<file path="config.mk">
export PLATFORM = sky130hd
export DESIGN_NAME = sensor_two_wire_slave_port
export DESIGN_NICKNAME = d
export VERILOG_FILES = /design/src/hw/sensor_port_pkg.sv /design/src/hw/sensor_two_wire_slave_port.sv
export SDC_FILE = /design/constraint.sdc
export NUM_CORES = 1
export LEC_CHECK = 0
export BUFFER_PORTS_ARGS = -buffer_cell sky130_fd_sc_hd__clkbuf_2
export CAP_MARGIN = 20
export CORE_MARGIN = 10
export CORE_UTILIZATION = 40
export CTS_BUF_LIST = sky130_fd_sc_hd__clkbuf_8 sky130_fd_sc_hd__clkbuf_16
export DETAILED_ROUTE_END_ITERATION = 8
export PLACE_DENSITY_LB_ADDON = 0.25
export SLEW_MARGIN = 20
export SYNTH_ARGS = -nofsm -noshare
export SYNTH_HDL_FRONTEND = slang
export SYNTH_SLANG_ARGS = --single-unit
</file>
<file path="constraint.sdc">
create_clock -name i_clk -period 6.18 [get_ports i_clk]
set_input_delay 1.236 -clock i_clk [delete_from_list [all_inputs] [get_ports i_clk]]
set_output_delay 1.236 -clock i_clk [all_outputs]
set_load 0.01 [all_outputs]
</file>
<file path="src/hw/sensor_port_pkg.sv">
// Purpose: shared constants and types of the sensor two-wire slave port
// Assumes: 25 MHz system clock; times held in their printed units
// Notes:   counts above 4096 cycles are top-level parameters
package sensor_port_pkg;

	localparam int CLK_KHZ        = 25000;
	localparam int CLK_MHZ        = 25;
	// bit rates on the wire
	localparam int SCL_FAST_KHZ   = 400;
	localparam int SCL_STD_KHZ    = 100;
	localparam int MIN_OVERSAMPLE = 8;
	// start-up quiet time before the first conversion
	localparam int STARTUP_MS     = 10;
	localparam int STARTUP_CYC    = STARTUP_MS * CLK_KHZ;
	// update periods per rate setting, in microseconds
	localparam int UPD0_US        = 500;
	localparam int UPD1_US        = 1500;
	localparam int UPD2_US        = 6500;
	localparam int UPD3_US        = 32000;
	localparam int TMR_W          = 20;
	// result status field
	localparam logic [1:0] STAT_VALID = 2'h0;
	localparam logic [1:0] STAT_STALE = 2'h2;
	localparam logic [1:0] STAT_RST   = STAT_STALE;
	localparam int PRES_W         = 14;
	localparam int TEMP_W         = 11;
	localparam int RES_BYTES      = 4;
	localparam logic [1:0] RATE_RST   = 2'h0;
	// address byte field positions
	localparam int ADDR_MSB       = 7;
	localparam int RW_BIT         = 0;
	localparam logic [3:0] BITS_PER_BYTE = 4'h8;

	typedef enum logic [2:0] {
		S_IDLE,
		S_ADDR,
		S_AACK,
		S_TX,
		S_TACK,
		S_IGNORE
	} port_state_t;

endpackage

</file>
<file path="src/hw/sensor_two_wire_slave_port.sv">
// Purpose: two-wire slave port and measurement sequencing of a pressure sensor
// Assumes: pins asynchronous to i_clk; signal processor is external logic
// Notes:   sda is open drain, only ever pulled low; config is latched once
`timescale 1ns/100ps

// Behaviour
// - continuous mode converts at selected rate; sleep mode converts once after start-up, then only on request.
// - either mode works with either interface; selection is fixed configuration; here requests come only over two-wire, so spi sleep mode converts once.
// - port accepts a measurement-request write and a result-fetch read.
// - bit rate 400kHz or 100kHz; master must not exceed the limit.
// - start then stop without clock pulse makes the next transfer fail.
// - repeated start makes the following transfer fail until a stop and a new start.
// - calibration and configuration store is locked, never written through the port.
// - processed pressure and temperature are both offered for output.
// - after a valid result is read, status shows stale until new data.
// - in two-wire mode the interrupt rises when fresh valid data is ready.
module sensor_two_wire_slave_port
	import sensor_port_pkg::*;
#(
	parameter logic [6:0] SLAVE_ADDR  = 7'h28,	// arbitrary value
	parameter int         STARTUP_N   = sensor_port_pkg::STARTUP_CYC,
	parameter int         UPD0_N      = sensor_port_pkg::UPD0_US * sensor_port_pkg::CLK_MHZ,
	parameter int         UPD1_N      = sensor_port_pkg::UPD1_US * sensor_port_pkg::CLK_MHZ,
	parameter int         UPD2_N      = sensor_port_pkg::UPD2_US * sensor_port_pkg::CLK_MHZ,
	parameter int         UPD3_N      = sensor_port_pkg::UPD3_US * sensor_port_pkg::CLK_MHZ
) (
	input  wire logic                              i_clk,        // system clock
	input  wire logic                              i_sys_rst,    // sync reset, high
	input  wire logic                              i_scl,        // clock pin
	input  wire logic                              i_sda,        // data pin level
	output logic                                   o_sda,        // data drive value
	output logic                                   o_sda_oe,     // high pulls sda
	output logic                                   o_int,        // fresh data ready
	input  wire logic                              i_cfg_two_wire, // 1 two-wire, 0 spi
	input  wire logic                              i_cfg_sleep,  // 1 sleep mode
	input  wire logic [1:0]                        i_cfg_rate,   // update rate code
	output logic                                   o_meas_start, // conversion request
	input  wire logic                              i_meas_done,  // conversion done
	input  wire logic [sensor_port_pkg::PRES_W-1:0] i_pressure,  // corrected pressure
	input  wire logic [sensor_port_pkg::TEMP_W-1:0] i_temp       // temperature
);
	import sensor_port_pkg::*;

	if (UPD3_N >= (1 << TMR_W) || STARTUP_N >= (1 << TMR_W) || UPD0_N < 1) begin : g_chk_tmr
		$error("timer counts do not fit the timer width");
	end
	if (SCL_FAST_KHZ * MIN_OVERSAMPLE > CLK_KHZ) begin : g_chk_rate
		$error("clock too slow to oversample the fast bit rate");
	end

	typedef struct packed {
		logic [1:0]             scl_s;
		logic [1:0]             sda_s;
		logic                   scl_d;
		logic                   sda_d;
		port_state_t            st;
		logic [3:0]             bitcnt;
		logic [7:0]             shreg;
		logic                   rw;
		logic [1:0]             byte_idx;
		logic                   clk_seen;
		logic                   err_pend;
		logic                   acked;
		logic                   sda_oe;
		logic                   meas_start;
		logic                   busy;
		logic [1:0]             status;
		logic [PRES_W-1:0]      pres;
		logic [TEMP_W-1:0]      temp;
		logic                   irq;
		logic [TMR_W-1:0]       tmr;
		logic                   started;
		logic                   cfg_lat;
		logic                   cfg_two_wire;
		logic                   cfg_sleep;
		logic [1:0]             cfg_rate;
	} port_regs_t;

	port_regs_t r_ff;
	port_regs_t nxt_r;
	logic       start_ev;
	logic       stop_ev;
	logic       scl_rise;
	logic       scl_fall;
	logic       fetch_done;
	logic       meas_req;

	function automatic logic [7:0] result_byte(input logic [1:0] idx, input port_regs_t s);
		logic [7:0] b;
		b = 8'h00;
		case (idx)
			2'h0:    b = {s.status, s.pres[PRES_W-1:8]};
			2'h1:    b = s.pres[7:0];
			2'h2:    b = s.temp[TEMP_W-1:3];
			default: b = {s.temp[2:0], 5'h00};
		endcase
		return b;
	endfunction

	function automatic logic [TMR_W-1:0] period_cyc(input logic [1:0] rate);
		logic [TMR_W-1:0] p;
		p = TMR_W'(UPD0_N);
		case (rate)
			2'h1:    p = TMR_W'(UPD1_N);
			2'h2:    p = TMR_W'(UPD2_N);
			2'h3:    p = TMR_W'(UPD3_N);
			default: p = TMR_W'(UPD0_N);
		endcase
		return p;
	endfunction

	always_comb begin
		nxt_r      = r_ff;
		// second sync stage feeds edge logic and data sampling; first stage is read by nothing else
		nxt_r.scl_s = {r_ff.scl_s[0], i_scl};
		nxt_r.sda_s = {r_ff.sda_s[0], i_sda};
		nxt_r.scl_d = r_ff.scl_s[1];
		nxt_r.sda_d = r_ff.sda_s[1];
		start_ev   = r_ff.scl_s[1] && r_ff.scl_d && r_ff.sda_d && !r_ff.sda_s[1];
		stop_ev    = r_ff.scl_s[1] && r_ff.scl_d && !r_ff.sda_d && r_ff.sda_s[1];
		scl_rise   = r_ff.scl_s[1] && !r_ff.scl_d;
		scl_fall   = !r_ff.scl_s[1] && r_ff.scl_d;
		fetch_done = 1'b0;
		meas_req   = 1'b0;
		nxt_r.meas_start = 1'b0;

		// configuration is taken once after reset and never rewritten
		if (!r_ff.cfg_lat) begin
			nxt_r.cfg_lat      = 1'b1;
			nxt_r.cfg_two_wire = i_cfg_two_wire;
			nxt_r.cfg_sleep    = i_cfg_sleep;
			nxt_r.cfg_rate     = i_cfg_rate;
		end

		if (scl_rise) begin
			nxt_r.clk_seen = 1'b1;
		end

		if (!r_ff.cfg_two_wire) begin
			nxt_r.st     = S_IDLE;
			nxt_r.sda_oe = 1'b0;
		end else if (start_ev) begin
			// restart mid-transfer or a pending fault spoils this transfer
			if (r_ff.err_pend || r_ff.st != S_IDLE) begin
				nxt_r.st = S_IGNORE;
			end else begin
				nxt_r.st = S_ADDR;
			end
			nxt_r.err_pend = 1'b0;
			nxt_r.clk_seen = 1'b0;
			nxt_r.bitcnt   = 4'h0;
			nxt_r.sda_oe   = 1'b0;
		end else if (stop_ev) begin
			if (r_ff.st != S_IDLE && !r_ff.clk_seen) begin
				nxt_r.err_pend = 1'b1;
			end
			nxt_r.st     = S_IDLE;
			nxt_r.sda_oe = 1'b0;
		end else begin
			case (r_ff.st)
				S_ADDR: begin
					if (scl_rise) begin
						nxt_r.shreg  = {r_ff.shreg[6:0], r_ff.sda_s[1]};
						nxt_r.bitcnt = r_ff.bitcnt + 4'h1;
					end else if (scl_fall && r_ff.bitcnt == BITS_PER_BYTE) begin
						nxt_r.rw = r_ff.shreg[RW_BIT];
						if (r_ff.shreg[ADDR_MSB:1] == SLAVE_ADDR) begin
							nxt_r.st     = S_AACK;
							nxt_r.sda_oe = 1'b1;
						end else begin
							nxt_r.st = S_IGNORE;
						end
					end
				end
				S_AACK: begin
					if (scl_fall) begin
						nxt_r.bitcnt = 4'h0;
						if (r_ff.rw) begin
							nxt_r.st       = S_TX;
							nxt_r.byte_idx = 2'h0;
							nxt_r.shreg    = result_byte(2'h0, r_ff);
							nxt_r.sda_oe   = !nxt_r.shreg[7];
						end else begin
							// write with no payload is the measurement request
							meas_req     = 1'b1;
							nxt_r.st     = S_IGNORE;
							nxt_r.sda_oe = 1'b0;
						end
					end
				end
				S_TX: begin
					if (scl_rise) begin
						nxt_r.bitcnt = r_ff.bitcnt + 4'h1;
					end else if (scl_fall) begin
						if (r_ff.bitcnt == BITS_PER_BYTE) begin
							nxt_r.st     = S_TACK;
							nxt_r.sda_oe = 1'b0;
						end else begin
							nxt_r.shreg  = {r_ff.shreg[6:0], 1'b0};
							nxt_r.sda_oe = !r_ff.shreg[6];
						end
					end
				end
				S_TACK: begin
					if (scl_rise) begin
						nxt_r.acked = !r_ff.sda_s[1];
						fetch_done  = (r_ff.byte_idx == 2'h0);
					end else if (scl_fall) begin
						if (r_ff.acked) begin
							nxt_r.byte_idx = (r_ff.byte_idx == 2'(RES_BYTES - 1)) ?
								r_ff.byte_idx : r_ff.byte_idx + 2'h1;
							nxt_r.shreg    = result_byte(nxt_r.byte_idx, r_ff);
							nxt_r.sda_oe   = !nxt_r.shreg[7];
							nxt_r.bitcnt   = 4'h0;
							nxt_r.st       = S_TX;
						end else begin
							nxt_r.st = S_IGNORE;
						end
					end
				end
				S_IGNORE: nxt_r.sda_oe = 1'b0;
				default:  nxt_r.st = S_IDLE;
			endcase
		end

		// measurement sequencing
		if (!r_ff.started) begin
			nxt_r.tmr = r_ff.tmr - TMR_W'(1);
			if (r_ff.tmr == '0) begin
				nxt_r.started    = 1'b1;
				nxt_r.meas_start = 1'b1;
				nxt_r.busy       = 1'b1;
				nxt_r.tmr        = period_cyc(r_ff.cfg_rate) - TMR_W'(1);
			end
		end else if (!r_ff.cfg_sleep) begin
			if (r_ff.tmr != '0) begin
				nxt_r.tmr = r_ff.tmr - TMR_W'(1);
			end else if (!r_ff.busy) begin
				// reload one short: the zero cycle itself closes the period
				nxt_r.meas_start = 1'b1;
				nxt_r.busy       = 1'b1;
				nxt_r.tmr        = period_cyc(r_ff.cfg_rate) - TMR_W'(1);
			end
		end else if (meas_req && !r_ff.busy) begin
			nxt_r.meas_start = 1'b1;
			nxt_r.busy       = 1'b1;
		end

		// a read marks stale, but a fresh result in the same cycle wins
		if (fetch_done && r_ff.status == STAT_VALID) begin
			nxt_r.status = STAT_STALE;
			nxt_r.irq    = 1'b0;
		end
		if (i_meas_done && r_ff.busy) begin
			nxt_r.busy   = 1'b0;
			nxt_r.pres   = i_pressure;
			nxt_r.temp   = i_temp;
			nxt_r.status = STAT_VALID;
			nxt_r.irq    = r_ff.cfg_two_wire;
		end
	end

	always_ff @(posedge i_clk) begin
		if (i_sys_rst) begin
			r_ff              <= '0;
			r_ff.scl_s        <= 2'h3;
			r_ff.sda_s        <= 2'h3;
			r_ff.scl_d        <= 1'b1;
			r_ff.sda_d        <= 1'b1;
			r_ff.st           <= S_IDLE;
			r_ff.status       <= STAT_RST;
			r_ff.cfg_rate     <= RATE_RST;
			r_ff.tmr          <= TMR_W'(STARTUP_N);
		end else begin
			r_ff <= nxt_r;
		end
	end

	assign o_sda        = 1'b0;
	assign o_sda_oe     = r_ff.sda_oe;
	assign o_int        = r_ff.irq;
	assign o_meas_start = r_ff.meas_start;
endmodule

</file>
* After elaboration in Yosys (flattened, before gate mapping)
Cells that the tools add are included.
Word-level totals: memories 0, register bits 83, RAM bits 0, bits in latches 0, bits in read-only memories 0, word-level logic and storage cells 231, input bits 34, output and inout port bits 4
Operators by class: $mul 0, bitwise logic cells 4, shift-type cells 0, $add $sub $neg 5, magnitude comparators 0, equal/unequal tests 45, muxes and demuxes 103, reduce and logical (&&, ||, !) cells 49, div/mod/pow operators 0
Operators by type and width (count):
- two-way mux 20 bit | 10
- two-way mux 8 bit | 17
- two-way mux 15 bit | 4
- one-hot mux 20 bit (3 select lines) | 1
- subtractor 20 x 1 -> 20 bit (second input constant) | 3
- one-hot mux 12 bit (4 select lines) | 1
- two-way mux 1 bit | 36
- two-way mux 3 bit | 11
- inequality test 4 bit (second input constant) | 8
- two-way mux 28 bit | 1
- inequality test 2 bit (second input constant) | 14
- AND reduction 9 bit | 3
- two-way mux 2 bit | 13
- two-way mux 12 bit | 2
- inequality test 3 bit (second input constant) | 8
- one-hot mux 8 bit (3 select lines) | 1
- two-way mux 21 bit | 1
- logical NOT 20 bit | 1
- nonzero test 20 bit | 1
- one-hot mux 3 bit (5 select lines) | 1
- AND reduction 13 bit | 1
- logical AND 1 bit | 12
- AND reduction 10 bit | 1
- nonzero test 2 bit | 5
- other kinds (27) | 50

* Depth between registers and ports, before layout
word-level depth 17, depth in mapped cells 8, depth with buffers taken out 7

* Worst setup path after synthesis
Ideal clock, no wire load.
path type input port to flip-flop, from input port i_meas_done, to register r_ff[49] (netlist name), required time 6.109 ns, stages 5, setup time 0.071 ns, buffers on the path 2, setup slack 4.042 ns, data arrival time 2.067 ns, cell sequence and2_1 clkbuf_1 buf_1 nand2_1 a21oi_1
Between the ends: longest elaborated chain between the ends 1
RTL lines:
- start: declaration | line sensor_two_wire_slave_port.sv:38 | input wire logic i_meas_done,
- logical AND 1 bit | line sensor_two_wire_slave_port.sv:254 | if (i_meas_done && r_ff.busy) begin
- end signal: assignment | line sensor_two_wire_slave_port.sv:275 | r_ff <= nxt_r;
- end: declaration | line sensor_two_wire_slave_port.sv:79 | port_regs_t r_ff;
No other way between the ends. A chain may end at the register's enable or synchronous reset.

* Worst setup path after layout
from register r_ff[77] (netlist name), to register r_ff[67] (netlist name)
Between the ends: longest elaborated chain between the ends 3, elaborated cells on any way between the ends 16, classes of those cells eq/ne (13); mux (1); reduce/logical (2)
RTL lines:
- equality test 3 bit (tied with other cells) | line sensor_two_wire_slave_port.sv:160 | case (r_ff.st)
- nonzero test 4 bit (no line) / inequality test 2 bit (equally long branches)
- AND reduction 13 bit (no line)
Parallel ways exist; a longest one is shown, timed or not.

==> results.ini <==
[grt]
grt_pass1_wl_um = 19700
grt_usage = 0.144
grt_antenna_before_repair = 0
grt_max_degree = 43
grt_pass1_vias = 3970
overflow = 0

[logic_synthesis]
syn_area_per_cell_um2 = 8.16
ys_warn_count = 0
syn_nets = 599
synth-seq-cells = 83
synth-simple-area-share = 0.246
synth_seq_area_share = 0.368
synth_cell_type_count = 75
synth_mux_area_frac = 0.0377
synth_xor_area_frac = 0.00971
synth_area_mm2 = 0.00451
synthTopCellsByArea = dfxtp_1, a21oi_1, nand2_1, mux2i_1, ha_1
synth_top_family_by_area = simple AND/OR/NAND/NOR gates
synth-main-ff-cell = dfxtp_1
synthCells = 553
synth_compound_area_frac = 0.243
yosys.area.top_type_share = 0.368
synthAdderAreaFrac = 0.0333
ys_async_sr_fraction = 0
synth-edff-count = 0
synth_top_area_cell = dfxtp_1

[die]
start_util = 0.413
fp.dieArea_mm2 = 0.0159
die_w_um = 126
fp-row-count = 38
io_pins = 38
core_area_mm2 = 0.0109
fp.dieH_um = 126

[critical_path]
critPathSlowestCell = dfxtp_1
cp_top_family = simple AND/OR/NAND/NOR gates
critPathMaxStageDelay_ns = 0.79
cp_data_arrival_time_ns = 2.96
critPathBufInv = 0
required_ns = 6.44
startpoint_type = flop
worst_setup_path_end_kind = flop
path_cells = or3b_1 -> o311ai_1 -> nand3_1 -> or3_1 -> a21oi_1
criticalPathCategory = flop to flop
cp_max_fo = 23

[layout]
nets = 614
mostFrequentLayoutCells = dfxtp_1, nand2_1, a21oi_1, clkbuf_2, nor2_1
drive_above_1_share = 0.134
final_util = 0.457
antenna_cells = 0
fillers = 1089
final_common_cell = dfxtp_1
syn2layout_area_growth_pct = 10.7

[clocking]
cts_setup_buffers = 0
cts-htree-levels = 3
cts_buffer_depth = 2
cts_tree = done
hold_buffers = 0
cts_resized = 0
clk_pin_slew_ns = 0.07
numCtsBuffers = 9
ctsRootBufferMaster = clkbuf_16
cts.sinks = 83
clk_latency_ns = 0.35

[routing]
dr.pass1.iters = 5
routed_wirelength_um = 11800
dr_total_vias = 4145
routedWlPerCell_um = 16.5
route.detailed.drc = 0
drt_iter0_drc = 261
avgViaCountPerCell = 5.81
antenna_left = 0

[sta]
hold_viol_final = 0
tightest_slew_ns = 0.969
skew_ns = 0.00733
relSlewSlack = 0.354
fmax_mhz = 371
fin_crit_sh = 0.436
rsz0062_at_grt = no
setup_tns_ns = 0
slew_violations = 0
finalSetupViolations = 0
period_minus_slack_ns = 2.69

[pwr]
irDropWorstVdd_mv = 0.141
power_density_mw_per_mm2 = 236
p_leak_nw = 1.76

[placed_design]
dp_hpwl_um = 8380
routabilityCongestion = 0.908
io_buffers = 36

[flow_run]
max_cap_viol_count = 0

[run_status]
outcome = finished, final reports clean

[min_path]
hold_class = flop to flop

[logic make-up (layout without fill, tap and decap cells)]
family / after synthesis / in the layout
AO/OA/AOI/OAI: 166 / 166
XOR/XNOR: 5 / 5
adder cells (fa/ha/maj): 12 / 12
buffers and inverters: 60 / 80
flip-flops: 83 / 83
multiplexers: 17 / 17
other: 1 / 1
AND/OR/NAND/NOR: 209 / 209
[area by class of cell]
type / instances / area (um2) / area share
clock inverters: 7 / 66.3 / 0.0133
multi-input cells: 410 / 2570 / 0.515
repair buffers: 38 / 195 / 0.0391
well taps: 140 / 175 / 0.0351
flip-flops and latches: 83 / 1660 / 0.333
clock buffers: 9 / 225 / 0.0451
inverters: 26 / 97.6 / 0.0195
[cell usage after synthesis, drive strengths merged, types with 4 or more instances]
| library cell | n |
|---|---|
| o32ai | 9 |
| nor3 | 18 |
| dfxtp | 83 |
| a211oi | 10 |
| and2 | 4 |
| nor4 | 8 |
| nand2 | 76 |
| or3 | 15 |
| nand3 | 10 |
| ha | 12 |
| o21ai | 27 |
| mux2i | 17 |
| or2 | 7 |
| a22oi | 4 |
| a21oi | 58 |
| o21a | 5 |
| a221oi | 7 |
| nor2 | 32 |
| nor3b | 5 |
| o211ai | 4 |
| buf | 15 |
| clkbuf | 19 |
| inv | 26 |
| a31oi | 7 |
| nor2b | 6 |
| or4 | 7 |
[worst register-to-register path: stages, from the launching register on]
cell      delay, ns
dfxtp_1        0.79
or3b_1         0.63
o311ai_1       0.18
nand3_1        0.38
or3_1          0.49
a21oi_1        0.15
[final timing paths]
kind              cells after the start  slack [ns]      start   endpoint
setup / recovery                      5        3.49   r_ff[77]   r_ff[67]
hold / removal                        1        0.42  nxt_r[81]  nxt_r[78]
setup reg to reg                      5        3.49   r_ff[77]   r_ff[67]
hold reg to reg                       1        0.42  nxt_r[81]  nxt_r[78]
[sequential cells by signal (all words and copies together) (netlist names)]
register      flops
r_ff             76
nxt_r             4
o_int             1
o_meas_start      1
o_sda_oe          1
[metrics by stage]
stage          instances  total power, W  area, um2  hold WS (ns)  setup WS, ns
6_report             713         0.00118       5000         0.418          3.49
5_1_grt              713         0.00122       5000         0.443          3.20
4_1_cts              713         0.00119       5000         0.429          3.52
3_5_place_dp         697        0.000652       4700         0.410          3.32
3_3_place_gp         697        0.000650       4700         0.403          3.35
2_1_floorplan        553        0.000627       4510         0.389          4.04
[metal layers]
layer | global-route usage | wire [um] | up-vias
li1 | - | - | 2060
met2 | 0.215 | 5190 | 105
met5 | 0 | 0 | -
met1 | 0.196 | 5710 | 1961
met3 | 0.0294 | 651 | 19
met4 | 0.0630 | 229 | 0
[report_power, final]
group          switching (W)  internal (W)  leakage, nW   total, W
sequential         0.0000155      0.000546        0.673   0.000561
clock               0.000254      0.000284        0.138   0.000538
combinational      0.0000451     0.0000352        0.946  0.0000802
No activity file was read; power rests on OpenSTA's default activity.
